**src/hw/cilr_pkg.sv**
```systemverilog
package cilr_pkg;

    // Bus address of the bank, 7 bits before the direction bit
    localparam logic [6:0] SLAVE_ADDR      = 7'h6b;

    // Register offsets
    localparam logic [7:0] ICL_OFFSET      = 8'h00;
    localparam logic [7:0] LAST_OFFSET     = 8'h0f;

    // Input current limit register layout and reset value
    localparam logic [7:0] ICL_RESET       = 8'h17;
    localparam int         CODE_LSB        = 0;
    localparam int         CODE_MSB        = 5;
    localparam int         SEL_LSB         = 6;
    localparam int         SEL_MSB         = 7;
    localparam logic [5:0] CODE_MAX        = 6'h20;

    // Read answers outside the implemented register
    localparam logic [7:0] UNIMPL_DATA     = 8'h00;
    localparam logic [7:0] BEYOND_DATA     = 8'hff;

    // Current scale in mA: offset plus one step per code
    localparam logic [11:0] MA_OFFSET      = 12'h064;
    localparam logic [11:0] MA_STEP        = 12'h064;

    // Indicator source select codes
    localparam logic [1:0] SEL_CHARGING    = 2'h0;
    localparam logic [1:0] SEL_FORCED      = 2'h1;

    // Bits per byte on the serial link
    localparam logic [3:0] BYTE_BITS       = 4'h8;

    typedef enum {
        CILR_IDLE,
        CILR_ADDR,
        CILR_ADDR_ACK,
        CILR_WR_BYTE,
        CILR_WR_ACK,
        CILR_RD_BYTE,
        CILR_RD_ACK
    } cilr_state_t;

endpackage : cilr_pkg

```
**src/hw/cilr_regs.sv**
```systemverilog
`timescale 1ns/1ps
`default_nettype none

module cilr_regs (
    input  wire logic        mclk_i,
    input  wire logic        rst_i,
    input  wire logic        ce_i,
    input  wire logic        reg_rst_i,
    input  wire logic        scl_i,
    input  wire logic        sda_i,
    output logic             sda_o,
    output logic             sda_oe_n_o,
    output logic [5:0]       input_current_limit_code_o,
    output logic [11:0]      input_current_limit_ma_o,
    output logic [1:0]       status_indicator_select_o,
    output logic             indicator_charging_o,
    output logic             indicator_forced_o
);

    typedef struct packed {
        cilr_pkg::cilr_state_t st;
        logic                  scl_p;
        logic                  sda_p;
        logic [7:0]            shreg;
        logic [3:0]            bitcnt;
        logic [7:0]            ptr;
        logic                  have_ptr;
        logic                  rw;
        logic                  drive;
        logic [7:0]            icl;
        logic [11:0]           ma;
        logic                  chg;
        logic                  frc;
    } cilr_regs_t;

    cilr_regs_t q, d;
    logic [1:0] pins_s;
    logic       scl_s;
    logic       sda_s;

    cilr_sync #(
        .W (2)
    ) u_sync (
        .mclk_i  (mclk_i),
        .rst_i   (rst_i),
        .ce_i    (ce_i),
        .async_i ({scl_i, sda_i}),
        .sync_o  (pins_s)
    );

    assign scl_s = pins_s[1];
    assign sda_s = pins_s[0];

    function automatic logic [7:0] read_data(
        input logic [7:0] ptr,
        input logic [7:0] icl
    );
        logic [7:0] r;
        r = cilr_pkg::UNIMPL_DATA;
        if (ptr == cilr_pkg::ICL_OFFSET) begin
            r = icl;
        end else if (ptr > cilr_pkg::LAST_OFFSET) begin
            r = cilr_pkg::BEYOND_DATA;
        end
        return r;
    endfunction : read_data

    function automatic logic [5:0] clamp_code(input logic [5:0] c);
        return (c > cilr_pkg::CODE_MAX) ? cilr_pkg::CODE_MAX : c;
    endfunction : clamp_code

    function automatic logic [11:0] code_to_ma(input logic [5:0] c);
        logic [17:0] p;
        p = 18'({12'h000, c} * cilr_pkg::MA_STEP);
        return 12'(p[11:0] + cilr_pkg::MA_OFFSET);
    endfunction : code_to_ma

    function automatic logic sel_is(
        input logic [7:0] r,
        input logic [1:0] s
    );
        return (r[cilr_pkg::SEL_MSB:cilr_pkg::SEL_LSB] == s);
    endfunction : sel_is

    always_comb begin
        logic start_ev;
        logic stop_ev;
        logic rise;
        logic fall;
        logic [7:0] rd;
        start_ev = q.scl_p & scl_s & q.sda_p & ~sda_s;
        stop_ev  = q.scl_p & scl_s & ~q.sda_p & sda_s;
        rise     = ~q.scl_p & scl_s;
        fall     = q.scl_p & ~scl_s;
        rd       = read_data(q.ptr, q.icl);
        d        = q;
        d.scl_p  = scl_s;
        d.sda_p  = sda_s;

        if (start_ev) begin
            // Repeated start keeps the pointer set by the write phase
            d.st       = cilr_pkg::CILR_ADDR;
            d.bitcnt   = 4'h0;
            d.drive    = 1'b0;
            d.have_ptr = 1'b0;
        end else if (stop_ev) begin
            d.st    = cilr_pkg::CILR_IDLE;
            d.drive = 1'b0;
        end else if (rise) begin
            case (q.st)
                cilr_pkg::CILR_ADDR,
                cilr_pkg::CILR_WR_BYTE: begin
                    d.shreg  = {q.shreg[6:0], sda_s};
                    d.bitcnt = 4'(q.bitcnt + 4'h1);
                end
                cilr_pkg::CILR_RD_BYTE: begin
                    d.bitcnt = 4'(q.bitcnt + 4'h1);
                end
                cilr_pkg::CILR_RD_ACK: begin
                    // master ACK advances to next register
                    if (!sda_s) begin
                        d.ptr = 8'(q.ptr + 8'h01);
                    end else begin
                        d.st = cilr_pkg::CILR_IDLE;
                    end
                end
                default: begin
                end
            endcase
        end else if (fall) begin
            case (q.st)
                cilr_pkg::CILR_ADDR: begin
                    if (q.bitcnt == cilr_pkg::BYTE_BITS) begin
                        if (q.shreg[7:1] == cilr_pkg::SLAVE_ADDR) begin
                            d.drive = 1'b1;
                            d.rw    = q.shreg[0];
                            d.st    = cilr_pkg::CILR_ADDR_ACK;
                        end else begin
                            d.st = cilr_pkg::CILR_IDLE;
                        end
                    end
                end
                cilr_pkg::CILR_ADDR_ACK,
                cilr_pkg::CILR_WR_ACK: begin
                    d.bitcnt = 4'h0;
                    if (q.st == cilr_pkg::CILR_ADDR_ACK && q.rw) begin
                        d.shreg = rd;
                        d.drive = ~rd[7];
                        d.st    = cilr_pkg::CILR_RD_BYTE;
                    end else begin
                        d.drive = 1'b0;
                        d.st    = cilr_pkg::CILR_WR_BYTE;
                    end
                end
                cilr_pkg::CILR_WR_BYTE: begin
                    if (q.bitcnt == cilr_pkg::BYTE_BITS) begin
                        d.drive = 1'b1;
                        d.st    = cilr_pkg::CILR_WR_ACK;
                        if (!q.have_ptr) begin
                            d.ptr      = q.shreg;
                            d.have_ptr = 1'b1;
                        end else begin
                            if (q.ptr == cilr_pkg::ICL_OFFSET) begin
                                // clamp code, select stored as is
                                d.icl = {q.shreg[7:6],
                                         clamp_code(q.shreg[5:0])};
                            end
                            // next data byte to next register
                            d.ptr = 8'(q.ptr + 8'h01);
                        end
                    end
                end
                cilr_pkg::CILR_RD_BYTE: begin
                    if (q.bitcnt == cilr_pkg::BYTE_BITS) begin
                        d.drive = 1'b0;
                        d.st    = cilr_pkg::CILR_RD_ACK;
                    end else begin
                        d.shreg = {q.shreg[6:0], 1'b0};
                        d.drive = ~q.shreg[6];
                    end
                end
                cilr_pkg::CILR_RD_ACK: begin
                    // Only reached after ACK; NACK already went idle
                    d.shreg  = rd;
                    d.drive  = ~rd[7];
                    d.bitcnt = 4'h0;
                    d.st     = cilr_pkg::CILR_RD_BYTE;
                end
                default: begin
                end
            endcase
        end

        if (reg_rst_i) begin
            d.icl = cilr_pkg::ICL_RESET;
        end
        d.ma = code_to_ma(d.icl[cilr_pkg::CODE_MSB:cilr_pkg::CODE_LSB]);
        d.chg = sel_is(d.icl, cilr_pkg::SEL_CHARGING);
        d.frc = sel_is(d.icl, cilr_pkg::SEL_FORCED);
    end

    always_ff @(posedge mclk_i) begin
        if (rst_i) begin
            q.st       <= cilr_pkg::CILR_IDLE;
            q.scl_p    <= 1'b1;
            q.sda_p    <= 1'b1;
            q.shreg    <= 8'h00;
            q.bitcnt   <= 4'h0;
            q.ptr      <= 8'h00;
            q.have_ptr <= 1'b0;
            q.rw       <= 1'b0;
            q.drive    <= 1'b0;
            q.icl      <= cilr_pkg::ICL_RESET;
            q.ma       <= code_to_ma(
                cilr_pkg::ICL_RESET[cilr_pkg::CODE_MSB:cilr_pkg::CODE_LSB]);
            q.chg      <= sel_is(cilr_pkg::ICL_RESET, cilr_pkg::SEL_CHARGING);
            q.frc      <= sel_is(cilr_pkg::ICL_RESET, cilr_pkg::SEL_FORCED);
        end else if (ce_i) begin
            q <= d;
        end
    end

    // Open drain: only ever pulls low
    assign sda_o      = 1'b0;
    assign sda_oe_n_o = ~q.drive;
    assign input_current_limit_code_o =
        q.icl[cilr_pkg::CODE_MSB:cilr_pkg::CODE_LSB];
    assign input_current_limit_ma_o  = q.ma;
    assign status_indicator_select_o =
        q.icl[cilr_pkg::SEL_MSB:cilr_pkg::SEL_LSB];
    assign indicator_charging_o = q.chg;
    assign indicator_forced_o   = q.frc;

endmodule : cilr_regs

`default_nettype wire

```
**src/hw/cilr_sync.sv**
```systemverilog
`timescale 1ns/1ps
`default_nettype none

module cilr_sync #(
    parameter int W = 2
) (
    input  wire logic         mclk_i,
    input  wire logic         rst_i,
    input  wire logic         ce_i,
    input  wire logic [W-1:0] async_i,
    output logic      [W-1:0] sync_o
);

    logic [W-1:0] meta_q;

    // Idle bus level is high, so both stages reset high
    always_ff @(posedge mclk_i) begin
        if (rst_i) begin
            meta_q <= '1;
            sync_o <= '1;
        end else if (ce_i) begin
            meta_q <= async_i;
            sync_o <= meta_q;
        end
    end

endmodule : cilr_sync

`default_nettype wire

```
**config.mk**
```make
export PLATFORM = sky130hd
export DESIGN_NAME = cilr_regs
export DESIGN_NICKNAME = d
export VERILOG_FILES = /design/src/hw/cilr_pkg.sv /design/src/hw/cilr_regs.sv /design/src/hw/cilr_sync.sv
export SDC_FILE = /design/constraint.sdc
export NUM_CORES = 1
export LEC_CHECK = 0
export BUFFER_PORTS_ARGS = -buffer_cell sky130_fd_sc_hd__buf_2
export CAP_MARGIN = 15
export CORE_MARGIN = 2
export CORE_UTILIZATION = 50
export DETAILED_ROUTE_END_ITERATION = 12
export PLACE_DENSITY = 0.71
export SLEW_MARGIN = 10
export SYNTH_ARGS = -nofsm -noshare
export SYNTH_HDL_FRONTEND = slang
export SYNTH_SLANG_ARGS = --single-unit
```
**constraint.sdc**
```tcl
create_clock -name mclk_i -period 13.3 [get_ports mclk_i]
set_input_delay 0.665 -clock mclk_i [delete_from_list [all_inputs] [get_ports mclk_i]]
set_output_delay 0.665 -clock mclk_i [all_outputs]
set_load 0.02 [all_outputs]
```
==> reports/metrics.cfg <==
[logic_synthesis]
syn_avg_cell_area_sq_um = 7.902
yosysTopAreaCell = dfxtp_1
yosys_warnings = 0
async_flop_share_pct = 0
synth-main-ff-cell = dfxtp_1
synth_enable_flop_cells = 0
ys_seq_area_share_pct = 27.56
yosysMostFrequentCell = dfxtp_1
ys_top_cells_by_area = dfxtp_1, ha_1, a21oi_1, mux2i_1, nor2_1
synth_top_area_share_pct = 27.56
yosys-top-cells-count = dfxtp_1, nor2_1, a21oi_1, nand2_1, ha_1
synth.distinct_cells = 72
synthCells = 478
synth_area_sq_um = 3777
ys_seq_elements = 52

[timing]
fin_tns_setup_ns = 0
worstMarginPinSlew_ns = 0.9242
fin_crit_ns = 5.241
worst_slack_ns = 8.059
slew_violations = 0
max_clock_freq_ghz = 0.1908
whs_ns = 0.4883
slew_headroom_pct = 38.38
rsz0062_at_grt = no
finalCritPeriodShare_pct = 39.41
setup_violations = 0
finalHoldViolCount = 0
skew_ns = 0.007824

[die]
io_pins = 30
start_util_pct = 51.80
row_count = 31
die_h_um = 90.92
die_width_um = 90.92
die_area_sq_um = 8266
fp.coreArea_sq_um = 7292

[place]
gp_congestion = 0.8122
io_buffer_count = 26
pre_cts_slack_ns = 8.121
dp_hpwl_mm = 6.193

[global_route]
grt_pass1_wl_mm = 14.57
antenna_found_initial = 0
grt_max_degree = 47
track_usage_pct = 21.36
grt_pass1_vias = 2999
grt-ovfl-total = 0

[clock_tree]
clk_path_buf_depth = 2
clock-root-buffer = clkbuf_8
post_cts_resized = 0
cts.sinks = 52
cts_tree = done
hold_buffers = 0
clk_latency_ns = 0.31
htree_levels = 2
cts_made_buffers = 5
clk_pin_slew_worst_paths_ns = 0.10
post-cts-setup-buffer-count = 0

[setup_path]
cp_max_fo = 25
worstSetupStartpointType = register
cp-startpoint = q[46]$_SDFFE_PP1P_
critPathBufInv = 2
crit_chain = inv_1 > ha_1 > nand2b_1 > nor3_1 > and2_2 > nor2b_1 > a311o_1 > ha_1 > ha_1 > ha_1 > inv_1 > fa_1 > nand2b_1 > a21oi_1 > xor2_1 > and3_1 > o21ai_0 > a211oi_1
worstReg2RegEnd = input_current_limit_ma_o[11]$_SDFFE_PP1P_
r2r_setup_slack_ns = 8.06
cp_common_cell = ha_1
cp_top_family = adder cells
critPathCaptureType = register
arrival_ns = 5.47
rr_worst_depth = 18
crit_slowest_cell = nor3_1
required_ns = 13.53
path_class = reg2reg
max_stage_delay_ns = 0.68
reg2reg_from = q[46]$_SDFFE_PP1P_

[layout]
syn_to_final_growth_pct = 2.484
num-nets-final = 503
antenna_cells = 0
drive_gt1_share_pct = 10.23

[pwr]
p_per_area_nw_per_um2 = 77.47
leakage_uw = 0.001516
irDropWorstVdd_mv = 0.05107
p_total_uw = 299.9

[drt]
wl_per_cell_um = 15.51
drtAntennaViolNets = 0
via_per_inst = 5.861
drt-pass1-iter-count = 4
num_vias = 3329
drc = 0
drtIter0Drc = 280
wl_mm = 8.808

[min_path]
holdCritPathClass = reg2reg
hold_depth = 2
hold_start = u_sync.meta_q[0]$_SDFFE_PP1P_
min_to = u_sync.meta_q[0]$_SDFFE_PP1P_

[outcome]
outcome = finished clean

[run]
maxCapViolCount = 0

## logic make-up (layout without fill, tap and decap cells)
group / count (synthesis) / in the layout / share of synthesized area (%)
other: 1 / 3 / 0.09928
adders and majority gates: 29 / 29 / 9.805
muxes: 18 / 18 / 4.770
buffers and inverters: 66 / 55 / 8.877
DFF: 52 / 52 / 27.56
xor gates and xnor gates: 10 / 10 / 2.517
and+or+nand+nor: 164 / 164 / 21.83
AOI/OAI and AO/OA: 138 / 138 / 24.54
## cell type report
class | instances | area, sq um
multi-input cells | 362 | 2409
inverters | 21 | 78.83
well taps | 99 | 123.9
clock inverters | 2 | 16.27
clock buffers | 6 | 72.57
fillers | 735 | 3421
repair buffers | 26 | 130.1
flip-flops and latches | 52 | 1041
## stage by stage
stage                     util, %  cell area, sq um  std cells
final                       53.09              3871        568
after global routing        53.09              3871        568
after CTS                   53.09              3871        568
after detailed placement    51.87              3782        560
after global placement      51.87              3782        560
after floorplan                 -              3785        480
## power breakdown
group | total (uW) | internal, uW | switching [uW]
clock | 93.6 | 37.6 | 56.0
sequential | 162 | 159 | 2.65
combinational | 44.7 | 15.1 | 29.6
## cells in the final DEF, fill, tap and decap left out, types with 4 or more instances in the layout
cell      netlist  layout
xor2_1          5       5
clkbuf_8        0       5
inv_1          20      20
ha_1           28      28
o21ai_0        27      27
dfxtp_1        52      52
a211o_1         5       5
nor3_1         11      11
buf_2           1      26
o211ai_1        4       4
and3_1          4       4
or3_1           5       5
o22ai_1         9       9
mux2i_1        18      18
nand3_1         9       9
nand2_1        42      42
nand2b_1       10      10
nor2b_1         9       9
a21oi_1        46      46
nor2_1         47      47
a211oi_1       10      10
xnor2_1         4       4
## flip-flops by register name, summed over array words and instances (netlist names)
signal / flops
q: 28
u_sync.meta_q: 2
input_current_limit_code_o: 6
indicator_charging_o: 1
status_indicator_select_o: 2
u_sync.sync_o: 2
input_current_limit_ma_o: 10
indicator_forced_o: 1
## worst reg2reg max path, delay by kind of cell (launching register included)
kind / cells / cell delay, ns
flip-flops: 1 / 0.40
XOR/XNOR: 1 / 0.26
AO/OA/AOI/OAI: 4 / 0.81
AND/OR/NAND/NOR: 6 / 1.74
buffers and inverters: 2 / 0.14
adder cells (fa/ha/maj): 5 / 1.80
## per-layer routing
layer / vias up / routed length [um] / global-route usage, %
met1: 1554 / 4241 / 28.87
met2: 96 / 4013 / 35.00
met4: 0 / 153 / 5.934
met5: - / 0 / 0
li1: 1664 / - / -
met3: 15 / 399 / 3.756
## worst max-delay path by stage
stage / endpoint / slack [ns] / cells past startpoint
finish: input_current_limit_ma_o[11]$_SDFFE_PP1P_ / 8.06 / 18
CTS: input_current_limit_ma_o[10]$_SDFFE_PP0P_ / 8.09 / 18
global route: input_current_limit_ma_o[11]$_SDFFE_PP1P_ / 7.63 / 18
detailed placement: input_current_limit_ma_o[10]$_SDFFE_PP0P_ / 8.12 / 18
global placement: input_current_limit_ma_o[10]$_SDFFE_PP0P_ / 8.38 / 18
floorplan: input_current_limit_ma_o[11]$_SDFFE_PP1P_ / 8.97 / 18
Power figures use the tool's default switching activity.
